[src/metering_bridge_map.svh]
`ifndef METERING_BRIDGE_MAP_SVH
`define METERING_BRIDGE_MAP_SVH

// ----------------------------------------------------------------
// buffer register byte addresses
// ----------------------------------------------------------------
`define DATA_BYTE_0_OFFSET       16'h2880
`define DATA_BYTE_1_OFFSET       16'h2881
`define DATA_BYTE_2_OFFSET       16'h2882
`define DATA_BYTE_3_OFFSET       16'h2883
`define UNLOCK_INVALIDATE_OFFSET 16'h2884
`define TRANSFER_ACK_FLAG_OFFSET 16'h2885

// ----------------------------------------------------------------
// metering register window in the mcu address space
// ----------------------------------------------------------------
`define METER_WIN_BASE           16'h1000
`define METER_WIN_MASK           16'hF000

// ----------------------------------------------------------------
// values and reset defaults
// ----------------------------------------------------------------
`define UNLOCK_PATTERN           8'hCC
`define UNLOCK_CLEAR             8'h00
`define BUF_RESET                8'h00
`define ACK_BUSY                 8'h01
`define ACK_IDLE                 8'h00

// ----------------------------------------------------------------
// metering clock timing
// ----------------------------------------------------------------
`define CLK_FREQ_HZ              250000000
`define METER_CLK_BASE_HZ        819200
`define METER_CLK_DIV_X1         (`CLK_FREQ_HZ / `METER_CLK_BASE_HZ)
`define METER_CLK_DIV_X2         (`CLK_FREQ_HZ / (`METER_CLK_BASE_HZ * 2))
`define METER_CLK_DIV_X4         (`CLK_FREQ_HZ / (`METER_CLK_BASE_HZ * 4))
`define XFER_TIMEOUT_TICKS       5'd24

`endif

[src/metering_bridge_pkg.sv]
package metering_bridge_pkg;

  // ----------------------------------------------------------------
  // shared types
  // ----------------------------------------------------------------
  typedef logic [7:0]  byte_t;       // one buffer byte
  typedef logic [15:0] mcu_addr_t;   // mcu byte address
  typedef logic [11:0] meter_addr_t; // metering register index

  // device side access sequencer
  typedef enum logic [1:0] {
    ST_LOCKED   = 2'b00,  // waiting for unlock pattern
    ST_GOT_CC   = 2'b01,  // pattern seen, waiting for zero
    ST_UNLOCKED = 2'b11,  // ready for target address
    ST_BUSY     = 2'b10   // transfer in progress
  } bridge_state_e;

  // mcu side access sequencer
  typedef enum logic [3:0] {
    HS_IDLE       = 4'b0000,
    HS_UNL_CC     = 4'b0001,
    HS_UNL_ZERO   = 4'b0011,
    HS_WR_DATA    = 4'b0010,
    HS_TARGET     = 4'b0110,
    HS_POLL_ISSUE = 4'b0111,
    HS_POLL_CHECK = 4'b0101,
    HS_RD_ISSUE   = 4'b0100,
    HS_RD_CAPTURE = 4'b1100,
    HS_FINISH     = 4'b1101
  } host_state_e;

endpackage

[src/metering_bus_if.sv]
`timescale 1ns/1ps
interface metering_bus_if;
  logic [15:0] mcuAddr;    // byte address
  logic [7:0]  mcuWrData;  // write byte
  logic        mcuWrEn;    // write strobe, one cycle
  logic        mcuRdEn;    // read strobe, one cycle
  logic [7:0]  mcuRdData;  // read byte, valid cycle after strobe

  modport dev (
    input  mcuAddr,
    input  mcuWrData,
    input  mcuWrEn,
    input  mcuRdEn,
    output mcuRdData
  );

  modport mcu (
    output mcuAddr,
    output mcuWrData,
    output mcuWrEn,
    output mcuRdEn,
    input  mcuRdData
  );
endinterface

[src/metering_bridge_dev.sv]
`timescale 1ns/1ps
`include "metering_bridge_map.svh"
module metering_bridge_dev
  import metering_bridge_pkg::*;
(
  input  wire logic        clk,                  // 250 MHz system clock
  input  wire logic        rst_n,                // synchronous reset, active low
  input  wire logic        powerOnBrownoutReset, // supply reset, active high
  input  wire logic        externalResetPin,     // pin reset, active high
  input  wire logic        watchdogTimerReset,   // watchdog overflow, active high
  input  wire logic [1:0]  meteringClockSelect,  // metering clock multiple
  metering_bus_if.dev      bus,                  // mcu byte bus
  output logic             meterReq,             // one cycle request to core
  output logic             meterWrite,           // request is a write
  output logic [11:0]      meterAddr,            // target register index
  output logic [31:0]      meterWrData,          // write word to core
  input  wire logic [31:0] meterRdData,          // read word from core
  input  wire logic        meterAck              // core done, one cycle
);

  // ----------------------------------------------------------------
  // decode helpers
  // ----------------------------------------------------------------

  // true for an address inside the metering register window
  function automatic logic isTarget(input mcu_addr_t a);
    isTarget = (a & `METER_WIN_MASK) == `METER_WIN_BASE;
  endfunction

  // true for one of the four data buffer bytes
  function automatic logic isDataByte(input mcu_addr_t a);
    isDataByte = (a >= `DATA_BYTE_0_OFFSET) && (a <= `DATA_BYTE_3_OFFSET);
  endfunction

  // metering clock period in system cycles for a select code
  function automatic logic [8:0] tickPeriod(input logic [1:0] sel);
    case (sel)
      2'b01:   tickPeriod = 9'(`METER_CLK_DIV_X2);
      2'b10:   tickPeriod = 9'(`METER_CLK_DIV_X4);
      default: tickPeriod = 9'(`METER_CLK_DIV_X1);
    endcase
  endfunction

  // ----------------------------------------------------------------
  // state and internal signals
  // ----------------------------------------------------------------
  bridge_state_e state;          // access sequencer
  byte_t         dataByte [4];   // data buffer bytes, lsb first
  logic          bufClear;       // any of the buffer resets
  logic          wrUnlock;       // write to unlock/invalidate byte
  logic          tgtAccess;      // mcu access to metering window
  logic          startXfer;      // accepted target address
  logic          xferDone;       // transfer ends this cycle
  logic          xferWrite;      // pending transfer is a write
  logic          reqPending;     // request not yet sent to core
  logic [8:0]    divCount;       // metering clock divider
  logic          mtTick;         // one cycle per metering clock period
  logic [4:0]    tickCount;      // metering periods since start
  logic [1:0]    byteIdx;        // decoded data byte index

  assign bufClear  = !rst_n || powerOnBrownoutReset ||
                     externalResetPin || watchdogTimerReset;
  assign wrUnlock  = bus.mcuWrEn && (bus.mcuAddr == `UNLOCK_INVALIDATE_OFFSET);
  assign tgtAccess = (bus.mcuWrEn || bus.mcuRdEn) && isTarget(bus.mcuAddr);
  assign startXfer = tgtAccess && (state == ST_UNLOCKED);
  // a core answer before the request pulse must not end the transfer
  assign xferDone  = (state == ST_BUSY) &&
                     ((meterAck && !reqPending) || (tickCount == `XFER_TIMEOUT_TICKS));
  assign byteIdx   = bus.mcuAddr[1:0];

  // ----------------------------------------------------------------
  // metering clock tick
  // ----------------------------------------------------------------

  // divider makes one tick per metering clock period
  always_ff @(posedge clk) begin
    if (!rst_n) begin
      divCount <= 9'h000;
      mtTick   <= 1'b0;
    end else if (divCount >= tickPeriod(meteringClockSelect) - 9'h001) begin
      divCount <= 9'h000;
      mtTick   <= 1'b1;
    end else begin
      divCount <= divCount + 9'h001;
      mtTick   <= 1'b0;
    end
  end

  // ----------------------------------------------------------------
  // access sequencer
  // ----------------------------------------------------------------

  // unlock pattern, address acceptance and completion
  always_ff @(posedge clk) begin
    if (bufClear) begin
      state <= ST_LOCKED;
    end else begin
      case (state)
        ST_LOCKED: begin
          // pattern opens the sequence
          if (wrUnlock && bus.mcuWrData == `UNLOCK_PATTERN) begin
            state <= ST_GOT_CC;
          end
        end
        ST_GOT_CC: begin
          // zero completes it, anything else invalidates
          if (wrUnlock) begin
            state <= (bus.mcuWrData == `UNLOCK_CLEAR) ? ST_UNLOCKED : ST_LOCKED;
          end
        end
        ST_UNLOCKED: begin
          // a later write to the unlock byte invalidates
          if (wrUnlock) begin
            state <= (bus.mcuWrData == `UNLOCK_PATTERN) ? ST_GOT_CC : ST_LOCKED;
          end else if (startXfer) begin
            state <= ST_BUSY;
          end
        end
        ST_BUSY: begin
          // new addresses ignored until done; relock afterwards
          if (xferDone) begin
            state <= ST_LOCKED;
          end
        end
        default: begin
          state <= ST_LOCKED;
        end
      endcase
    end
  end

  // ----------------------------------------------------------------
  // transfer timing
  // ----------------------------------------------------------------

  // counts metering periods from address acceptance
  always_ff @(posedge clk) begin
    if (bufClear) begin
      tickCount <= 5'd0;
    end else if (startXfer) begin
      tickCount <= 5'd0;
    end else if (state == ST_BUSY && mtTick) begin
      tickCount <= tickCount + 5'd1;
    end
  end

  // latches target, direction and write word at acceptance
  always_ff @(posedge clk) begin
    if (bufClear) begin
      xferWrite   <= 1'b0;
      meterAddr   <= 12'h000;
      meterWrData <= 32'h0000_0000;
    end else if (startXfer) begin
      xferWrite   <= bus.mcuWrEn;
      meterAddr   <= bus.mcuAddr[11:0];
      meterWrData <= {dataByte[3], dataByte[2], dataByte[1], dataByte[0]};
    end
  end

  // one request pulse on the first metering tick of a transfer
  always_ff @(posedge clk) begin
    if (bufClear) begin
      reqPending <= 1'b0;
      meterReq   <= 1'b0;
      meterWrite <= 1'b0;
    end else if (startXfer) begin
      reqPending <= 1'b1;
      meterReq   <= 1'b0;
    end else if (state == ST_BUSY && reqPending && mtTick) begin
      reqPending <= 1'b0;
      meterReq   <= 1'b1;
      meterWrite <= xferWrite;
    end else begin
      meterReq   <= 1'b0;
      if (xferDone) begin
        reqPending <= 1'b0;
      end
    end
  end

  // ----------------------------------------------------------------
  // data buffer bytes
  // ----------------------------------------------------------------

  // mcu writes, or load from core on a read answer
  always_ff @(posedge clk) begin
    if (bufClear) begin
      for (int i = 0; i < 4; i++) begin
        dataByte[i] <= `BUF_RESET;
      end
    end else if (state == ST_BUSY && meterAck && !xferWrite && !reqPending) begin
      for (int i = 0; i < 4; i++) begin
        dataByte[i] <= meterRdData[8*i +: 8];
      end
    end else if (bus.mcuWrEn && isDataByte(bus.mcuAddr) && state != ST_BUSY) begin
      dataByte[byteIdx] <= bus.mcuWrData;
    end
  end

  // ----------------------------------------------------------------
  // mcu read port
  // ----------------------------------------------------------------

  // registered read answer, unmapped and write only read zero
  always_ff @(posedge clk) begin
    if (bufClear) begin
      bus.mcuRdData <= `BUF_RESET;
    end else if (bus.mcuRdEn) begin
      if (isDataByte(bus.mcuAddr)) begin
        bus.mcuRdData <= dataByte[byteIdx];
      end else if (bus.mcuAddr == `TRANSFER_ACK_FLAG_OFFSET) begin
        bus.mcuRdData <= (state == ST_BUSY) ? `ACK_BUSY : `ACK_IDLE;
      end else begin
        bus.mcuRdData <= `BUF_RESET;
      end
    end
  end

endmodule

[src/flat_wrapper.sv]
// flat-port wrapper written by rule: the top's interface ports become plain ports
module metering_bridge_dev_flat import metering_bridge_pkg::*;
  (clk, rst_n, powerOnBrownoutReset, externalResetPin, watchdogTimerReset, meteringClockSelect, meterReq, meterWrite, meterAddr, meterWrData, meterRdData, meterAck, bus_mcuAddr, bus_mcuWrData, bus_mcuWrEn, bus_mcuRdEn, bus_mcuRdData);
  metering_bus_if bus_i ();
  input  wire logic clk;
  input  wire logic rst_n;
  input  wire logic powerOnBrownoutReset;
  input  wire logic externalResetPin;
  input  wire logic watchdogTimerReset;
  input  wire logic [1:0] meteringClockSelect;
  output logic meterReq;
  output logic meterWrite;
  output logic [11:0] meterAddr;
  output logic [31:0] meterWrData;
  input  wire logic [31:0] meterRdData;
  input  wire logic meterAck;
  input wire logic [$bits(bus_i.mcuAddr)-1:0] bus_mcuAddr;
  input wire logic [$bits(bus_i.mcuWrData)-1:0] bus_mcuWrData;
  input wire logic [$bits(bus_i.mcuWrEn)-1:0] bus_mcuWrEn;
  input wire logic [$bits(bus_i.mcuRdEn)-1:0] bus_mcuRdEn;
  output wire logic [$bits(bus_i.mcuRdData)-1:0] bus_mcuRdData;
  assign bus_i.mcuAddr = bus_mcuAddr;
  assign bus_i.mcuWrData = bus_mcuWrData;
  assign bus_i.mcuWrEn = bus_mcuWrEn;
  assign bus_i.mcuRdEn = bus_mcuRdEn;
  assign bus_mcuRdData = bus_i.mcuRdData;
  metering_bridge_dev u_core (.clk(clk), .rst_n(rst_n), .powerOnBrownoutReset(powerOnBrownoutReset), .externalResetPin(externalResetPin), .watchdogTimerReset(watchdogTimerReset), .meteringClockSelect(meteringClockSelect), .bus(bus_i), .meterReq(meterReq), .meterWrite(meterWrite), .meterAddr(meterAddr), .meterWrData(meterWrData), .meterRdData(meterRdData), .meterAck(meterAck));
endmodule
[config.mk]
export PLATFORM = sky130hd
export DESIGN_NAME = metering_bridge_dev_flat
export DESIGN_NICKNAME = d
export VERILOG_FILES = /design/src/metering_bridge_pkg.sv /design/src/metering_bus_if.sv /design/src/metering_bridge_dev.sv /design/src/flat_wrapper.sv
export VERILOG_INCLUDE_DIRS = /design/src
export SDC_FILE = /design/constraint.sdc
export NUM_CORES = 1
export LEC_CHECK = 0
export ABC_AREA = 1
export BUFFER_PORTS_ARGS = -buffer_cell sky130_fd_sc_hd__buf_2
export CORE_ASPECT_RATIO = 0.8
export CORE_MARGIN = 1.5
export CORE_UTILIZATION = 30
export CTS_BUF_LIST = sky130_fd_sc_hd__clkbuf_2
export CTS_CLUSTER_DIAMETER = 40
export CTS_CLUSTER_SIZE = 8
export DETAILED_ROUTE_END_ITERATION = 16
export PLACE_DENSITY = 0.49
export SLEW_MARGIN = 20
export SYNTH_ARGS = -nofsm -noshare
export SYNTH_HDL_FRONTEND = slang
export SYNTH_SLANG_ARGS = --single-unit
[constraint.sdc]
create_clock -name clk -period 2.84 [get_ports clk]
set_clock_uncertainty 0.1 [all_clocks]
set_input_delay 0.852 -clock clk [delete_from_list [all_inputs] [get_ports clk]]
set_output_delay 0.852 -clock clk [all_outputs]
set_load 0.03 [all_outputs]
==> results.json <==
{
  "status": "finished, final reports clean",
  "crit_path_end_kind": "output port",
  "fmax_mhz": 452,
  "crit_arrival_ns": 1.26,
  "multi_input_area_sq_mm": 0.00212,
  "synth_xor_area_frac": 0.0127,
  "ys_ff_latch": 105,
  "ys.flop_type": "dfxtp_1",
  "period_share": 0.780,
  "clk_latency_ns": 0.61,
  "maxCapViolations": 0,
  "cts.sinks": 105,
  "die_w_um": 145,
  "synth-edff-count": 32,
  "cts.path.max_buffers": 2,
  "crit_type": "reg -> out",
  "synthTopCellsByArea": "dfxtp_1, edfxtp_1, nor2_1",
  "ys_seq_area_frac": 0.501,
  "antenna_cells": 0,
  "die-area_sq_mm": 0.0169,
  "cp_max_fo": 2,
  "clkTransAtPathRegs_ns": 0.28,
  "finalHoldViolations": 0,
  "final_nets": 771,
  "worst_path_max_delay_cell": "dfxtp_1",
  "fin_crit_ns": 2.21,
  "viasPerCell": 4.74,
  "start_kind": "flip-flop",
  "place_inst": 894,
  "cts_setup_buffers": 0,
  "crit_required_ns": 1.89,
  "synthDistinctLibCells": 42,
  "rsz0062_at_grt": "no",
  "slew-limit-headroom": 0.688,
  "ys_async_sr_fraction": 0,
  "total_power_mw": 2.46,
  "setup_viol": 0,
  "p_switching_mw": 0.622,
  "ctsHoldBuffers": 0,
  "ios": 120,
  "pwr-share-seq": 0.640,
  "yosysWarningCount": 0,
  "pwr-share-comb": 0.073,
  "final_area_sq_mm": 0.00577,
  "drt_first_pass_iters": 5,
  "placementRows": 41,
  "worst-path-buf-inv": 1,
  "hpwl_um": 11200,
  "instances_no_fill": 910,
  "p_int_mw": 1.84,
  "netlist_instances": 576,
  "drcViolationCount": 0,
  "synth_top_area_cell": "dfxtp_1",
  "grt_max_degree": 78,
  "cp_top_family": "flip-flops",
  "coreArea_sq_mm": 0.0157,
  "tightestPinTransition_ns": 0.466,
  "fin_setup_tns_ns": 0,
  "p_leak_nw": 2.40,
  "muxShareOfSynthArea": 0,
  "crit_chain": "buf_2",
  "htree_levels": 3,
  "cellPowerDensity_mw_per_mm2": 426,
  "regArea_sq_mm": 0.00242,
  "io_buffers": 119,
  "routed_wl_um": 14300,
  "syn_area_per_cell_sq_um": 8.40,
  "first_global_vias": 4042,
  "cts_tree": "yes",
  "p_sw_frac": 0.253,
  "ant_nets": 0,
  "ir_worst_vdd_mv": 0.234,
  "syn_nets": 657,
  "root_buffer": "clkbuf_2",
  "routedWlPerCell_um": 15.7,
  "drtIter0Drc": 308,
  "place_congestion": 0.884,
  "synthAdderAreaFrac": 0.0388,
  "antenna_found_initial": 0,
  "drv_slew": 0,
  "synth_top_family_by_area": "simple AND/OR/NAND/NOR gates",
  "initial_utilization": 0.307,
  "cts_made_buffers": 9,
  "n_fill_cell": 1662,
  "via_count": 4315,
  "ctsResizeCount": 0,
  "min_path_type": "in -> reg",
  "die_h_um": 117,
  "area_delta_synth_final_pct": 19.2,
  "grt_pass1_wl_um": 22100,
  "max_stage_delay_ns": 0.43,
  "gr-usage-all-layers": 0.172,
  "yosys.area_share.simple": 0.251,
  "pwr-share-clk": 0.287,
  "grt_overflow": 0,
  "layout-drive-gt1-share": 0.245,
  "synth_top_cell_area_share": 0.302,
  "synth_area_sq_mm": 0.00484,
  "synth_compound_area_frac": 0.136,
  "place_area_sq_mm": 0.00566
}
==> flip-flops by register name, summed over array words and instances, names as in the netlist <==
signal                count
u_core.meterReq           1
u_core.reqPending         1
u_core.meterWrite         1
u_core.meterAddr         12
u_core.meterWrData        7
u_core.xferWrite          1
u_core.divCount           9
u_core.tickCount          5
u_core.bus.mcuRdData      8
meterWrData              25
u_core.state              2
u_core.dataByte          32
u_core.mtTick             1
==> per-layer routing <==
metal | vias to the layer above | track usage | share of wire
met3 | 20 | 0.0508 | 0.081
li1 | 2164 | - | -
met1 | 1962 | 0.253 | 0.51
met4 | 0 | 0.0536 | 0.017
met5 | - | 0 | 0
met2 | 169 | 0.240 | 0.39
==> path summary, 6_finish.rpt <==
check	from	endpoint	slack (ns)	depth (start not counted)
worst max-delay path	meterWrData[20]	meterWrData[20]	0.63	1
worst min-delay path	rst_n	u_core.mtTick	0.32	3
worst max register to register	u_core.state[0]	u_core.dataByte[1][6]	0.83	6
worst min register to register	u_core.bus.mcuRdData[0]	u_core.bus.mcuRdData[0]	0.39	2
==> cells in the mapped netlist, types with 9 or more instances <==
library cell  count
a21oi_1          26
a22oi_1           9
buf_2             9
clkbuf_1         10
dfxtp_1          73
edfxtp_1         32
ha_1             15
inv_1            42
nand2_1          65
nand3_1          46
nor2_1          108
o21ai_0          44
o21ai_1          35
==> power groups by stage <==
| stage | sequential, mW | combinational, mW | clock [mW] |
|---|---|---|---|
| floorplan | 1.59 | 0.0899 | 0 |
| global placement | 1.60 | 0.171 | 0 |
| detailed placement | 1.60 | 0.178 | 0 |
| CTS | 1.57 | 0.179 | 0.737 |
| finish | 1.57 | 0.179 | 0.707 |
| global route | 1.58 | 0.202 | 0.781 |
==> final cells by class <==
cell class                 count  area share
tap                          215      0.0466
inverter                      49      0.0323
timing repair buffer         127       0.116
clock inverter                 4     0.00802
multi-input combinational    398       0.367
clock buffer                  12      0.0104
sequential                   105       0.420
==> kinds of logic after synthesis <==
logic type / after synthesis
simple gates: 254
compound gates: 122
flops: 105
buf+inv: 73
fa+ha+maj: 15
xor+xnor: 7
==> layout by cell type (no fill, tap or decap), drive strengths merged, types with 4 or more instances in the layout <==
master,netlist,final
buf,14,127
nor2,114,114
o21ai,80,80
dfxtp,73,73
nand2,67,67
nand3,53,53
inv,48,50
edfxtp,32,32
a21oi,26,26
ha,15,15
clkbuf,10,12
a22oi,9,9
nand4,8,8
xor2,5,5
o211ai,4,4
nor3,4,4
==> tightest hold or removal path, cell delays in order <==
cell and delay (ns):
buf_2 0.09, nand2_1 0.05, inv_1 0.05
==> per-stage QoR <==
step	setup WS, ns	utilization	hold slack (ns)
floorplan	0.308	-	0.330
global placement	0.175	0.360	0.343
detailed placement	0.0569	0.360	0.363
CTS	0.531	0.366	0.254
global route	0.508	0.366	0.258
finish	0.626	0.366	0.324
Power figures use the tool's default switching activity.
